--- config.mk ---
export PLATFORM = sky130hd
export DESIGN_NAME = thermal_sensor_reg_access
export DESIGN_NICKNAME = d
export VERILOG_FILES = /design/src/core/thermal_sensor_pkg.sv /design/src/core/thermal_sensor_reg_access.sv /design/src/core/event_pin_ctrl.sv
export SDC_FILE = /design/constraint.sdc
export NUM_CORES = 1
export LEC_CHECK = 0
export ABC_AREA = 1
export ABC_CLOCK_PERIOD_IN_PS = 4350
export BUFFER_PORTS_ARGS = -buffer_cell sky130_fd_sc_hd__buf_2
export CORE_ASPECT_RATIO = 2
export CORE_MARGIN = 4
export CORE_UTILIZATION = 45
export CTS_BUF_LIST = sky130_fd_sc_hd__clkbuf_8 sky130_fd_sc_hd__clkbuf_16
export DETAILED_ROUTE_END_ITERATION = 8
export GPL_TIMING_DRIVEN = 0
export PLACE_DENSITY_LB_ADDON = 0.1
export SKIP_LAST_GASP = 1
export SYNTH_ARGS = -nofsm -noshare
export SYNTH_HDL_FRONTEND = slang
export SYNTH_SLANG_ARGS = --single-unit
export TNS_END_PERCENT = 50
--- constraint.sdc ---
create_clock -name clk -period 4.35 [get_ports clk]
set_input_delay 0 -clock clk [delete_from_list [all_inputs] [get_ports clk]]
set_output_delay 0 -clock clk [all_outputs]
set_load 0.05 [all_outputs]
--- src/core/thermal_sensor_pkg.sv ---
// Constants shared by the temperature monitor register access logic.
// Assumes a single 125 MHz clock and an asynchronous active-high reset.
package thermal_sensor_pkg;

	// ----------------------------------------------------------------
	// Clock and bus timeout
	// ----------------------------------------------------------------
	localparam int CLK_MHZ = 125;
	localparam int TIMEOUT_US = 30000;
	localparam int TIMEOUT_CYCLES = TIMEOUT_US * CLK_MHZ;

	// ----------------------------------------------------------------
	// Target address and register indices
	// ----------------------------------------------------------------
	localparam logic [3:0] TARGET_PREFIX = 4'h3;
	localparam logic [7:0] IDX_FEATURE = 8'h00;
	localparam logic [7:0] IDX_CONTROL = 8'h01;
	localparam logic [7:0] IDX_UPPER = 8'h02;
	localparam logic [7:0] IDX_LOWER = 8'h03;
	localparam logic [7:0] IDX_CRIT = 8'h04;
	localparam logic [7:0] IDX_TEMP = 8'h05;
	localparam logic [7:0] IDX_MAKER = 8'h06;
	localparam logic [7:0] IDX_PART = 8'h07;
	localparam logic [7:0] IDX_STEP = 8'h08;

	// ----------------------------------------------------------------
	// Reset values and field positions
	// ----------------------------------------------------------------
	localparam logic [15:0] FEATURE_RESET = 16'h006f;
	localparam logic [15:0] CONTROL_RESET = 16'h0000;
	localparam logic [15:0] LIMIT_RESET = 16'h0000;
	localparam logic [15:0] STEP_RESET = 16'h002f;
	localparam logic [15:0] TEMP_RESET = 16'h0000;
	localparam int SHUTDOWN_EVENT_BIT = 7;
	localparam int TIMEOUT_WINDOW_BIT = 6;
	localparam int SLEEP_BIT = 8;
	localparam int EVENT_MODE_BIT = 0;
	localparam logic [3:0] BITS_PER_BYTE = 4'h8;
	localparam logic [3:0] LAST_TX_BIT = 4'h7;

	// ----------------------------------------------------------------
	// Serial target states
	// ----------------------------------------------------------------
	typedef enum logic [6:0] {
		ST_IDLE = 7'b000_0001,
		ST_ADDR = 7'b000_0010,
		ST_ADDR_ACK = 7'b000_0100,
		ST_RX = 7'b000_1000,
		ST_RX_ACK = 7'b001_0000,
		ST_TX = 7'b010_0000,
		ST_TX_ACK = 7'b100_0000
	} bus_state_t;

endpackage

--- src/core/thermal_sensor_reg_access.sv ---
// Two-wire serial target giving word access to the temperature monitor registers.
// Assumes SCL and SDA are asynchronous pins and SCL is much slower than clk.
//
// Function
// - Answer address 0011 plus strap bits
// - Nine 16-bit registers, two-byte transfers only
// - Index byte then two data bytes write
// - Pointer kept; plain read returns current register
// - Bytes travel most significant bit first
// - Accept ack or nack after last byte
// - Pointer write-only; documented reset values
// - Feature, temperature, identity registers read-only
// - Feature bits 15:8 read zero
// - Flag 0: event output freezes in sleep
// - Flag 1: event output released in sleep
// - Feature bit 6 reports timeout window
// - Bus timeout works awake or asleep
// - Feature bit 5 don't-care, reads one
// - Feature bits 4:3 report resolution code
// - Feature bit 2 reports negative range
// - Feature bit 1 reports accuracy grade
// - Feature bit 0 reports event support
// - Sleep stops updates and events, bus answers
`timescale 1ns/1ps
`default_nettype none
module thermal_sensor_reg_access
	import thermal_sensor_pkg::*;
#(
	parameter int TIMEOUT_CYC = TIMEOUT_CYCLES,
	parameter logic [15:0] MAKER_CODE = 16'h1a2b, // Arbitrary value
	parameter logic [15:0] PART_CODE = 16'h3c01 // Arbitrary value
) (
	input wire logic clk,
	input wire logic rst,
	input wire logic scl_in,
	input wire logic sda_in,
	output logic sda_out,
	output logic sda_oe,
	input wire logic strap_addr_bit2,
	input wire logic strap_addr_bit1,
	input wire logic strap_addr_bit0,
	input wire logic temp_valid,
	input wire logic [15:0] temp_sample,
	input wire logic event_request,
	output logic event_active,
	output logic event_oe,
	output logic sensor_sleep_control
);
	localparam int TW = $clog2(TIMEOUT_CYC + 1);

	generate
		if (TIMEOUT_CYC < 16) begin : g_bad_timeout
			$error("TIMEOUT_CYC too small for the bus timeout");
		end
	endgenerate

	typedef struct packed {
		logic scl_s1;
		logic scl_s2;
		logic scl_s3;
		logic sda_s1;
		logic sda_s2;
		logic sda_s3;
		logic [2:0] strap_s1;
		logic [2:0] strap_s2;
		bus_state_t st;
		logic [3:0] bitcnt;
		logic [7:0] shreg;
		logic rd;
		logic [1:0] bytenum;
		logic [7:0] index;
		logic [7:0] hold;
		logic oe;
		logic acked;
		logic [TW-1:0] tocnt;
		logic [15:0] ctrl;
		logic [15:0] upper;
		logic [15:0] lower;
		logic [15:0] crit;
		logic [15:0] temp;
		logic [15:0] step;
	} tgt_state_t;

	tgt_state_t q;
	tgt_state_t n;
	logic scl_rise;
	logic scl_fall;
	logic start_seen;
	logic stop_seen;
	logic timed_out;
	logic sleeping;
	logic [15:0] rd_word;

	// ----------------------------------------------------------------
	// Register read decode
	// ----------------------------------------------------------------
	// Unmapped indices read as zero rather than aliasing a register
	function automatic logic [15:0] read_word(input tgt_state_t s, input logic [7:0] idx);
		logic [15:0] w;
		w = 16'h0000;
		if (idx == IDX_FEATURE) begin
			w = FEATURE_RESET;
		end else if (idx == IDX_CONTROL) begin
			w = s.ctrl;
		end else if (idx == IDX_UPPER) begin
			w = s.upper;
		end else if (idx == IDX_LOWER) begin
			w = s.lower;
		end else if (idx == IDX_CRIT) begin
			w = s.crit;
		end else if (idx == IDX_TEMP) begin
			w = s.temp;
		end else if (idx == IDX_MAKER) begin
			w = MAKER_CODE;
		end else if (idx == IDX_PART) begin
			w = PART_CODE;
		end else if (idx == IDX_STEP) begin
			w = s.step;
		end
		return w;
	endfunction

	// ----------------------------------------------------------------
	// Pin conditions seen on synchronised copies
	// ----------------------------------------------------------------
	assign scl_rise = q.scl_s2 & ~q.scl_s3;
	assign scl_fall = ~q.scl_s2 & q.scl_s3;
	assign start_seen = q.scl_s2 & q.scl_s3 & ~q.sda_s2 & q.sda_s3;
	assign stop_seen = q.scl_s2 & q.scl_s3 & q.sda_s2 & ~q.sda_s3;
	assign timed_out = (q.tocnt == TW'(TIMEOUT_CYC - 1)) & ~q.scl_s2;
	assign sleeping = q.ctrl[SLEEP_BIT];
	assign rd_word = read_word(q, q.index);

	// ----------------------------------------------------------------
	// Next state
	// ----------------------------------------------------------------
	always_comb begin
		n = q;
		n.scl_s1 = scl_in;
		n.scl_s2 = q.scl_s1;
		n.scl_s3 = q.scl_s2;
		n.sda_s1 = sda_in;
		n.sda_s2 = q.sda_s1;
		n.sda_s3 = q.sda_s2;
		n.strap_s1 = {strap_addr_bit2, strap_addr_bit1, strap_addr_bit0};
		n.strap_s2 = q.strap_s1;
		// Samples are dropped while asleep
		if (temp_valid && !sleeping) begin
			n.temp = temp_sample;
		end
		// Stuck-low clock watchdog runs regardless of sleep
		if (q.st != ST_IDLE && !q.scl_s2 && !timed_out) begin
			n.tocnt = q.tocnt + TW'(1);
		end else begin
			n.tocnt = '0;
		end
		if (start_seen) begin
			n.st = ST_ADDR;
			n.bitcnt = 4'h0;
			n.oe = 1'b0;
			n.bytenum = 2'd0;
		end else if (stop_seen || timed_out) begin
			n.st = ST_IDLE;
			n.oe = 1'b0;
		end else begin
			case (q.st)
				ST_ADDR, ST_RX: begin
					if (scl_rise && q.bitcnt != BITS_PER_BYTE) begin
						n.shreg = {q.shreg[6:0], q.sda_s2};
						n.bitcnt = q.bitcnt + 4'h1;
					end else if (scl_fall && q.bitcnt == BITS_PER_BYTE) begin
						if (q.st == ST_ADDR) begin
							if (q.shreg[7:1] == {TARGET_PREFIX, q.strap_s2}) begin
								n.st = ST_ADDR_ACK;
								n.oe = 1'b1;
								n.rd = q.shreg[0];
							end else begin
								n.st = ST_IDLE;
							end
						end else begin
							n.st = ST_RX_ACK;
							n.oe = 1'b1;
							if (q.bytenum != 2'd3) begin
								n.bytenum = q.bytenum + 2'd1;
							end
							case (q.bytenum)
								2'd0: n.index = q.shreg;
								2'd1: n.hold = q.shreg;
								2'd2: begin
									// Read-only and unmapped indices ignore the word
									if (q.index == IDX_CONTROL) begin
										n.ctrl = {q.hold, q.shreg};
									end else if (q.index == IDX_UPPER) begin
										n.upper = {q.hold, q.shreg};
									end else if (q.index == IDX_LOWER) begin
										n.lower = {q.hold, q.shreg};
									end else if (q.index == IDX_CRIT) begin
										n.crit = {q.hold, q.shreg};
									end else if (q.index == IDX_STEP) begin
										n.step = {q.hold, q.shreg};
									end
								end
								default: begin
								end
							endcase
						end
					end
				end
				ST_ADDR_ACK: begin
					if (scl_fall) begin
						n.bitcnt = 4'h0;
						if (q.rd) begin
							// Read starts at the kept pointer, upper byte first
							n.st = ST_TX;
							n.shreg = rd_word[15:8];
							n.oe = ~rd_word[15];
							n.bytenum = 2'd1;
						end else begin
							n.st = ST_RX;
							n.oe = 1'b0;
						end
					end
				end
				ST_RX_ACK: begin
					if (scl_fall) begin
						n.st = ST_RX;
						n.oe = 1'b0;
						n.bitcnt = 4'h0;
					end
				end
				ST_TX: begin
					if (scl_fall) begin
						if (q.bitcnt == LAST_TX_BIT) begin
							n.st = ST_TX_ACK;
							n.oe = 1'b0;
						end else begin
							n.shreg = {q.shreg[6:0], 1'b0};
							n.oe = ~q.shreg[6];
							n.bitcnt = q.bitcnt + 4'h1;
						end
					end
				end
				ST_TX_ACK: begin
					if (scl_rise) begin
						n.acked = ~q.sda_s2;
					end else if (scl_fall) begin
						if (q.acked && q.bytenum[0]) begin
							// Lower byte follows only an acked upper byte
							n.st = ST_TX;
							n.bitcnt = 4'h0;
							n.shreg = rd_word[7:0];
							n.oe = ~rd_word[7];
							n.bytenum = 2'd0;
						end else begin
							// Word done or nack: either ends output so a stop can follow
							n.st = ST_IDLE;
						end
					end
				end
				default: begin
				end
			endcase
		end
	end

	// ----------------------------------------------------------------
	// State register
	// ----------------------------------------------------------------
	always_ff @(posedge clk or posedge rst) begin
		if (rst) begin
			q <= '0;
			q.scl_s1 <= 1'b1;
			q.scl_s2 <= 1'b1;
			q.scl_s3 <= 1'b1;
			q.sda_s1 <= 1'b1;
			q.sda_s2 <= 1'b1;
			q.sda_s3 <= 1'b1;
			q.st <= ST_IDLE;
			q.ctrl <= CONTROL_RESET;
			q.upper <= LIMIT_RESET;
			q.lower <= LIMIT_RESET;
			q.crit <= LIMIT_RESET;
			q.temp <= TEMP_RESET;
			q.step <= STEP_RESET;
		end else begin
			q <= n;
		end
	end

	// Open drain: only ever pulls low
	assign sda_out = 1'b0;
	assign sda_oe = q.oe;
	assign sensor_sleep_control = q.ctrl[SLEEP_BIT];

	// ----------------------------------------------------------------
	// Event pin
	// ----------------------------------------------------------------
	event_pin_ctrl i_event_pin_ctrl (
		.clk(clk),
		.rst(rst),
		.sleep(sleeping),
		.event_in_shutdown_flag(FEATURE_RESET[SHUTDOWN_EVENT_BIT]),
		.comparator_mode(~q.ctrl[EVENT_MODE_BIT]),
		.sample_strobe(temp_valid & ~sleeping),
		.event_request(event_request & ~sleeping),
		.event_active(event_active),
		.event_oe(event_oe)
	);

	// ----------------------------------------------------------------
	// Checks
	// ----------------------------------------------------------------
	property p_addr_miss;
		@(posedge clk) disable iff (rst)
		(q.st == ST_ADDR && scl_fall && q.bitcnt == BITS_PER_BYTE && !start_seen && !stop_seen && !timed_out
			&& q.shreg[7:1] != {TARGET_PREFIX, q.strap_s2}) |=> (q.st == ST_IDLE && !q.oe);
	endproperty
	a_addr_miss: assert property (p_addr_miss) else $error("foreign address acknowledged");

	property p_word_write;
		@(posedge clk) disable iff (rst)
		(q.st == ST_RX && scl_fall && q.bitcnt == BITS_PER_BYTE && q.bytenum == 2'd2 && q.index == IDX_UPPER
			&& !start_seen && !stop_seen && !timed_out) |=> (q.upper == {$past(q.hold), $past(q.shreg)});
	endproperty
	a_word_write: assert property (p_word_write) else $error("word write not stored");

	property p_pointer_kept;
		@(posedge clk) disable iff (rst) (q.st == ST_IDLE) |=> $stable(q.index);
	endproperty
	a_pointer_kept: assert property (p_pointer_kept) else $error("pointer changed between transfers");

	property p_upper_first;
		@(posedge clk) disable iff (rst)
		(q.st == ST_ADDR_ACK && scl_fall && q.rd && !start_seen && !stop_seen && !timed_out)
			|=> (q.shreg == $past(rd_word[15:8]) && q.oe == !$past(rd_word[15]));
	endproperty
	a_upper_first: assert property (p_upper_first) else $error("read did not start with upper byte");

	property p_nack_ends;
		@(posedge clk) disable iff (rst)
		(q.st == ST_TX_ACK && scl_fall && (!q.acked || !q.bytenum[0]) && !start_seen && !stop_seen && !timed_out)
			|=> (q.st == ST_IDLE && !q.oe) [*2];
	endproperty
	a_nack_ends: assert property (p_nack_ends) else $error("data output not ended after nack");

	property p_feature_value;
		@(posedge clk) disable iff (rst) (q.index == IDX_FEATURE) |-> (rd_word == FEATURE_RESET && rd_word[15:8] == 8'h00);
	endproperty
	a_feature_value: assert property (p_feature_value) else $error("feature register value wrong");

	property p_sleep_freeze;
		@(posedge clk) disable iff (rst) sleeping |=> $stable(q.temp);
	endproperty
	a_sleep_freeze: assert property (p_sleep_freeze) else $error("temperature updated while asleep");

	property p_timeout;
		@(posedge clk) disable iff (rst) (timed_out && !start_seen) |=> (q.st == ST_IDLE && !q.oe);
	endproperty
	a_timeout: assert property (p_timeout) else $error("bus timeout did not release");

endmodule
`default_nettype wire

--- src/core/event_pin_ctrl.sv ---
// Event pin driver with freeze or release behaviour across sleep.
// Assumes the event request comes from comparator logic on clk.
`timescale 1ns/1ps
`default_nettype none
module event_pin_ctrl (
	input wire logic clk,
	input wire logic rst,
	input wire logic sleep,
	input wire logic event_in_shutdown_flag,
	input wire logic comparator_mode,
	input wire logic sample_strobe,
	input wire logic event_request,
	output logic event_active,
	output logic event_oe
);
	typedef struct packed {
		logic level;
		logic oe;
		logic hold;
	} ev_state_t;

	ev_state_t q;
	ev_state_t n;

	// ----------------------------------------------------------------
	// Next state
	// ----------------------------------------------------------------
	always_comb begin
		n = q;
		if (sleep) begin
			n.hold = 1'b1;
			if (event_in_shutdown_flag) begin
				n.level = 1'b0;
				n.oe = 1'b0;
			end
		end else if (!q.hold || sample_strobe || comparator_mode) begin
			// Held state ends on a new sample or at once in comparator mode
			n.hold = 1'b0;
			n.level = event_request;
			n.oe = event_request;
		end
	end

	// State register
	always_ff @(posedge clk or posedge rst) begin
		if (rst) begin
			q <= '0;
		end else begin
			q <= n;
		end
	end

	assign event_active = q.level;
	assign event_oe = q.oe;

	property p_release_on_sleep;
		@(posedge clk) disable iff (rst) (sleep && event_in_shutdown_flag) |=> !event_oe;
	endproperty
	a_release_on_sleep: assert property (p_release_on_sleep) else $error("event pin not released in sleep");

	property p_freeze_on_sleep;
		@(posedge clk) disable iff (rst) (sleep && !event_in_shutdown_flag) |=> ($stable(event_oe) && $stable(event_active));
	endproperty
	a_freeze_on_sleep: assert property (p_freeze_on_sleep) else $error("event pin moved while frozen");

endmodule
`default_nettype wire

-- Word level (Yosys, flattened, before mapping)
Index checks and enable logic that the tools add are counted.
- muxes and demuxes: 63
- $lt $le $gt $ge: 0
- reductions and logical operators: 36
- shift-type cells: 0
- bitwise operators: 27
- divide/modulo/power cells: 0
- multiply operators: 0
- equality and inequality tests: 55
- add/sub/neg operators: 3
- operators with widths (operator ; number):
    16-bit two-way mux ; 10
    19-bit two-way mux ; 4
    11-bit one-hot mux with 5 select lines ; 1
    20-bit two-way mux ; 2
    4-bit inequality test (second input constant) ; 10
    3-bit inequality test (second input constant) ; 13
    12-bit two-way mux ; 3
    7-bit two-way mux ; 5
    11-bit AND reduction ; 3
    8-bit by 3-bit == test with 1-bit output (second input constant) ; 4
    8-bit one-hot mux with 4 select lines ; 1
    31-bit two-way mux ; 1
    10-bit AND reduction ; 3
    8-bit two-way mux ; 3
    22-bit by 1-bit adder with 22-bit output (second input constant) ; 1
    22-bit == test (second input constant) ; 1
    11-bit two-way mux ; 2
    22-bit two-way mux ; 1
    7-bit AND reduction ; 3
    2-bit inequality test (second input constant) ; 10
    18-bit two-way mux ; 1
    9-bit AND reduction ; 2
    1-bit two-way mux ; 17
    1-bit inverter ; 17
    38 further kinds ; 66
- memories kept: 0
- logic and storage cells: 210
- flip-flop bits (word level): 172
- ROM bits: 0
- bits in latches: 0
- bits in writable memories: 0

-- Depth between registers and ports, before layout
Gate-level depths: netlist of the first run.
- depth in word-level cells: 17
- depth in mapped cells: 15
- depth with buffers taken out: 14

-- Cells and area by module
Synthesis of the first run repeated with hierarchy kept, for this count alone.
- cells, all modules: 1105
- area, all modules: 8857.2 µm²
- by module, submodules not included (module ; area each (µm²) ; cells each ; times used):
    thermal_sensor_reg_access ; 8744.6 ; 1092 ; 1
    event_pin_ctrl ; 112.6 ; 13 ; 1

-- Worst setup path before layout of the first run
OpenSTA, ideal clock, no wires.
- path kind: register to register
- start: register q[96] in the netlist's numbering
- end: register q[15] in the netlist's numbering
- buffers on the path: 2
- setup slack: 2.526 ns
- cell stages (with the launch flop): 12
- data arrival time: 1.751 ns
- data required time: 4.277 ns
- path through: dfrtp_1 > ha_1 > nand3_1 > nor2_1 > nand3_1 > nand3_4 > nor2_4 > and2_1 > buf_4 > buf_6 > nor2_2 > a21oi_2
- longest elaborated chain between the ends: 5
- ends and longest elaborated chain (what ; RTL line ; source):
    from (decl) ; thermal_sensor_reg_access.sv:84 ; tgt_state_t q;
    from (signal assigned) ; thermal_sensor_reg_access.sv:286 ; q <= n;
    22-bit == test ; thermal_sensor_reg_access.sv:130 ; assign timed_out = (q.tocnt == TW'(TIMEOUT_CYC - 1)) & ~q.scl_s2;
    1-bit bitwise AND ; thermal_sensor_reg_access.sv:130 ;
    1-bit logical OR ; thermal_sensor_reg_access.sv:162 ; end else if (stop_seen || timed_out) begin
    1-bit inverter (no source line) ; - ;
    12-bit AND reduction (no source line) ; - ;
No other way between the ends.
A chain may end at the register's enable or synchronous reset.

-- Worst setup path after layout of the first run
- start: register q[147] in the netlist's numbering
- end: register q[44] in the netlist's numbering
- longest elaborated chain between the ends: 4
- ends and longest elaborated chain (what ; RTL line ; source):
    4-bit inequality test ; thermal_sensor_reg_access.sv:168 ; if (scl_rise && q.bitcnt != BITS_PER_BYTE) begin
    1-bit logical AND ; thermal_sensor_reg_access.sv:168 ;
    1-bit inverter (no source line) ; - ;
    11-bit AND reduction (no source line) (*) ; - ;
Every way passes the cells marked *; elsewhere a longest branch is shown, timed or not.

==> impl_metrics.yaml, run 1 <==
detailed_routing:
  via_per_inst: 5.180
  drtAntennaViolNets: 0
  drc: 0
  drt_iter0_markers: 407
  vias: 7531
  routed_wl_microns: 27250
  routedWlPerCell_microns: 18.74
  drtPass1Iterations: 5
sta:
  rsz0062_at_grt: "false"
  worstMarginPinSlew_ns: 0.9386
  layout_setup_ws_ns: 1.629
  fin_crit_sh_pct: 62.56
  hold_slack_ns: 0.1561
  slew_headroom_pct: 37.20
  fmax_ghz: 0.3675
  setup_viol: 0
  final.setup.tns_ns: 0
  clock_skew_ns: 0.008306
  drv_slew: 0
  fin_crit_ns: 2.721
  hold_violations: 0
logic_synthesis:
  synthesis.nets: 1142
  yosys_warnings: 0
  async_flop_share_pct: 100.0
  synthCells: 1110
  avgSynthCellArea_sq_um: 7.870
  synth_edf_count: 0
  synth.most_common_cell: "nand2_1"
  ys_seq_elements: 172
  synth_common_cells: "nand2_1, dfrtp_1, nor2_1"
  yosys-top-cells-area: "dfrtp_1, nand2_1, nor2_1, inv_1, nand3_1"
  seq_area_frac_synth_pct: 49.44
  netlist_area_sq_um: 8736
  synth_ff_type: "dfrtp_1"
  synth_top_area_share_pct: 45.83
  synth_cell_type_count: 43
  yosys.area.top_type: "dfrtp_1"
global_route:
  overflow: 0
  antenna_found_initial: 0
  grt_pass1_wl_microns: 42460
  grt_max_degree: 43
  grtUsageTotal_pct: 26.14
  grt_pass1_vias: 7486
setup_path:
  crit_chain: "inv_1, ha_1, nand2_1, nor2_1, nand2_1, inv_2, nand2_2, nor2_1, nand4_1, buf_2, nand2_1, o21ai_1"
  crit_type: "reg -> reg"
  crit_path_top_delay_cell: "dfrtp_1"
  critPathLaunchType: "register"
  endpoint_kind: "register"
  crit_arrival_ns: 3.04
  cp_top_family: "simple AND/OR/NAND/NOR gates"
  cp_max_fo: 10
  path_buf_inv: 3
  cpMostUsedCell: "nand2_1"
  cpPeakStageDelay_ns: 0.41
  worst-r2r-setup-slack_ns: 1.63
  cp.required_ns: 4.66
placed_design:
  numPortBuffers: 28
  dpl.hpwl_microns: 20790
  gp_congestion: 0.9489
  dpl-instance-area_sq_um: 9314
  place_inst: 1398
  dp_slack_ns: 1.684
clock_tree:
  clk_pin_slew_worst_paths_ns: 0.06
  clock-root-buffer: "clkbuf_16"
  cts_buffer_depth: 2
  insertion_delay_ns: 0.44
  numClockSinks: 172
  post_cts_buffers: 0
  cts_tree: "done"
  htreeDepth: 4
  cts_buffers: 17
die:
  dieArea_sq_um: 21840
  die_h_microns: 205.0
  die_width_microns: 106.5
  start_util_pct: 46.17
  fp-row-count: 71
  io_pins: 30
  core_sq_um: 18920
outcome:
  status: "finished clean"
final_layout:
  area_delta_synth_final_pct: 16.47
  finalInstanceArea_sq_um: 10170
  drive_gt1_share_pct: 14.68
  diodes: 0
  utilization_pct: 53.77
  fin_cells: 1454
  nets: 1218
min_path:
  hold_path_class: "in -> async"
power_and_ir_drop:
  powerDensity_nw_per_um2: 433.4
  total_power_mw: 4.410
  irDropWorstVdd_mv: 0.2306
  leakage_nw: 4.899
flow_run:
  maxCapViolCount: 0
[worst min-delay path: stages]
cell           delay, ns
dlygate4sd3_1       0.53
buf_2               0.13
clkinvlp_4          0.37
[cell type report]
cell class | instances | area (sq um)
multi-input combinational | 779 | 3747
clock inverter | 11 | 140.1
timing repair buffer | 57 | 495.5
tap | 255 | 319.1
buffer | 34 | 200.2
fill | 1818 | 8747
inverter | 125 | 473.0
clock buffer | 21 | 480.5
sequential | 172 | 4319
[cells in the final DEF, fill, tap and decap left out, types with 6 or more instances in the layout]
| cell type | n |
|---|---|
| nand2_1 | 295 |
| dfrtp_1 | 160 |
| nor2_1 | 147 |
| inv_1 | 116 |
| nand3_1 | 73 |
| o21ai_0 | 61 |
| buf_2 | 47 |
| a21oi_1 | 39 |
| o21ai_1 | 32 |
| dlygate4sd3_1 | 24 |
| clkbuf_16 | 17 |
| a21oi_2 | 16 |
| nor3_1 | 15 |
| mux2_2 | 15 |
| nor2_2 | 13 |
| nand4_1 | 12 |
| dfstp_2 | 12 |
| inv_2 | 8 |
| or2_2 | 7 |
| ha_1 | 7 |
| clkbuf_1 | 6 |
[final timing paths]
kind,from,endpoint,cells after the start
setup / recovery,q[147]$_DFFE_PP0P_,q[44]$_DFFE_PP0P_,12
hold / removal,rst,q[117]$_DFF_PP0_,3
setup reg to reg,q[147]$_DFFE_PP0P_,q[44]$_DFFE_PP0P_,12
hold reg to reg,n[158]$_DFF_PP0_,q[158]$_DFF_PP0_,0
max in group asynchronous,rst,q[2]$_DFFE_PP1P_,6
min in group clk,strap_addr_bit2,n[160]$_DFF_PP0_,2
[logic make-up after synthesis]
kind of cell             Yosys count  share of synthesized area, %
adder cells (fa/ha/maj)            7                         1.003
flip-flops                       172                         49.44
AND/OR/NAND/NOR                  587                         28.79
other                              1                       0.04293
XOR/XNOR                          10                         1.003
AO/OA/AOI/OAI                    159                         10.13
multiplexers                      15                         1.934
buffers and inverters            159                         7.663
[power breakdown]
group	switching, mW	leakage [nW]	internal, mW	total, mW
combinational	0.712	2.32	0.292	1.00
clock	0.641	0.309	0.961	1.60
sequential	0.0961	2.28	1.71	1.80
total	1.45	4.90	2.96	4.41
[routing by layer]
metal | up-vias | wire length [microns] | global-route usage [%]
li1 | 3688 | - | -
met1 | 3548 | 9503 | 26.83
met2 | 221 | 15040 | 48.84
met3 | 74 | 904 | 3.595
met4 | 0 | 1801 | 16.55
met5 | - | 0 | 0
[repair_timing]
item	CTS	global route
hold buffers	24	0
hold endpoints to repair	71	0
gates resized for setup	0	0
[state kept, by name (all words and copies together), names as in the netlist]
| name | count |
|---|---|
| i_event_pin_ctrl.event_active | 1 |
| sda_oe | 1 |
| sensor_sleep_control | 1 |
| n | 7 |
| q | 161 |
| i_event_pin_ctrl.q | 1 |
No activity file was read; power rests on OpenSTA's default activity.
==> run 2, diff against run 1 <==
Settings changed: ABC_CLOCK_PERIOD_IN_PS 4350 to 2250.
Clock period 4.35 ns to 2.25 ns, I/O delays scaled along.
==> run 2 against run 1 <==
Total power grew 97%. Cell count is 0.83% higher. Utilization is 1.7 points higher. Flip-flop and latch count unchanged. Maximum frequency is 25% higher. Clock skew rose by 0.0012 ns.
==> impl_metrics.yaml, run 2 (synthesis gave the netlist of run 1 again) <==
final_layout:
  utilization_pct: 55.44
  final_common_cell: "nand2_1"
  seq_area_sq_um: 4320
  largest-register: "q"
  area_delta_synth_final_pct: 20.08
  nets: 1230
  final_cell_mix: "nand2_1, dfrtp_1, nor2_1, inv_1, nand3_1"
  diodes: 0
  drive_gt1_share_pct: 18.33
  fillers: 1775
  largest_reg_flops: 161
  fin_cells: 1466
  multi_input_area_sq_um: 3918
sta:
  layout_setup_ws_ns: 0.07663
  fin_crit_ns: 2.173
  fin_crit_sh_pct: 96.59
  setup_viol: 0
  drv_slew: 0
  slew_headroom_pct: 56.28
  clock_skew_ns: 0.009487
  hold_violations: 0
  worstMarginPinSlew_ns: 0.6499
  hold_slack_ns: 0.1495
  fmax_ghz: 0.4601
  rsz0062_at_grt: "true"
placed_design:
  dpl.hpwl_microns: 20790
  place_inst: 1398
  gp_congestion: 0.9489
  dp_slack_ns: -0.4157
  numPortBuffers: 28
clock_tree:
  cts_tree: "done"
  htreeDepth: 4
  cts_buffers: 17
  clock-root-buffer: "clkbuf_16"
  numClockSinks: 172
  clk_pin_slew_worst_paths_ns: 0.07
  cts_buffer_depth: 2
  insertion_delay_ns: 0.45
min_path:
  hold_path_class: "in -> async"
global_route:
  grt_pass1_vias: 7481
  grt_max_degree: 43
  grtUsageTotal_pct: 26.23
  overflow: 0
  antenna_found_initial: 0
  grt_pass1_wl_microns: 42560
detailed_routing:
  drtPass1Iterations: 4
  routedWlPerCell_microns: 18.77
  drc: 0
  routed_wl_microns: 27510
  vias: 7591
  via_per_inst: 5.178
  drtAntennaViolNets: 0
  drt_iter0_markers: 438
die:
  core_sq_um: 18920
  dieArea_sq_um: 21840
  fp-row-count: 71
  start_util_pct: 46.17
  die_h_microns: 205.0
  io_pins: 30
  die_width_microns: 106.5
outcome:
  status: "finished clean"
power_and_ir_drop:
  leakage_nw: 4.978
  total_power_mw: 8.707
  irDropWorstVdd_mv: 0.4476
  powerDensity_nw_per_um2: 830.1
setup_path:
  crit_type: "reg -> reg"
  critPathLaunchType: "register"
  crit_arrival_ns: 2.51
  cp.required_ns: 2.59
  cp_max_fo: 10
  endpoint_kind: "register"
flow_run:
  maxCapViolCount: 0
run 2: cell types whose count changed in the layout (fill, tap and decap cells not counted), sizes merged:
cell | before | now
buf | 61 | 72
clkbuf | 27 | 28
run 2: area by class of cell:
type	count	share of cell area, %
Clock inverter	11	1.336
Multi-Input combinational cell	779	37.34
Clock buffer	21	4.580
Timing Repair Buffer	70	5.773
Inverter	125	4.532
Tap cell	255	3.041
Buffer	33	2.207
Sequential cell	172	41.19
run 2: report_power, final:
group,switching (mW),total [mW],internal [mW]
Sequential,0.189,3.49,3.30
Combinational,1.47,2.11,0.642
Clock,1.25,3.11,1.86
run 2: what timing repair did:
item	CTS	global route
setup endpoints to repair	105	113
setup buffers	3	10
endpoints found under the hold margin	71	0
pin swaps	2	4
hold buffers	24	0
resized for setup	17	49
run 2: critical path: stages (launching register included):
cell and delay, ns:
dfrtp_1 0.42, inv_1 0.11, nand2_1 0.16, nor2_1 0.06, nand2_1 0.08, buf_2 0.26, nor2_1 0.08, nor2_1 0.29
nand2_1 0.09, nand2_1 0.08, nand2_1 0.05, nand2_1 0.05, nand2_1 0.11, nor2_1 0.16, nor2_1 0.05
run 2: stage by stage:
stage               cell area (sq um)  TNS (ns)
floorplan                        8740         0
detailed placement               9314    -19.64
CTS                             10250  -0.06742
global route                    10490   -0.4573
global placement                 9199   -203.20
finish                          10490         0
run 2: metal layers:
layer	vias up	part of all wire, %	global-route usage (%)
met5	-	0	0
met4	0	6.5	15.91
met3	86	3.5	3.784
met2	209	55	49.14
met1	3589	35	27.02
li1	3707	-	-
run 2: worst paths after layout:
| check | startpoint | endpoint | slack, ns | cells past startpoint |
|---|---|---|---|---|
| worst max-delay path | q[128]$_DFFE_PP0P_ | q[140]$_DFFE_PP0P_ | 0.08 | 14 |
| worst min-delay path | rst | q[117]$_DFF_PP0_ | 0.15 | 3 |
| worst max register to register | q[128]$_DFFE_PP0P_ | q[140]$_DFFE_PP0P_ | 0.08 | 14 |
| worst min register to register | n[158]$_DFF_PP0_ | q[158]$_DFF_PP0_ | 0.35 | 0 |
| max in group asynchronous | rst | q[2]$_DFFE_PP1P_ | 1.10 | 6 |
| min in group clk | strap_addr_bit2 | n[160]$_DFF_PP0_ | 0.20 | 2 |
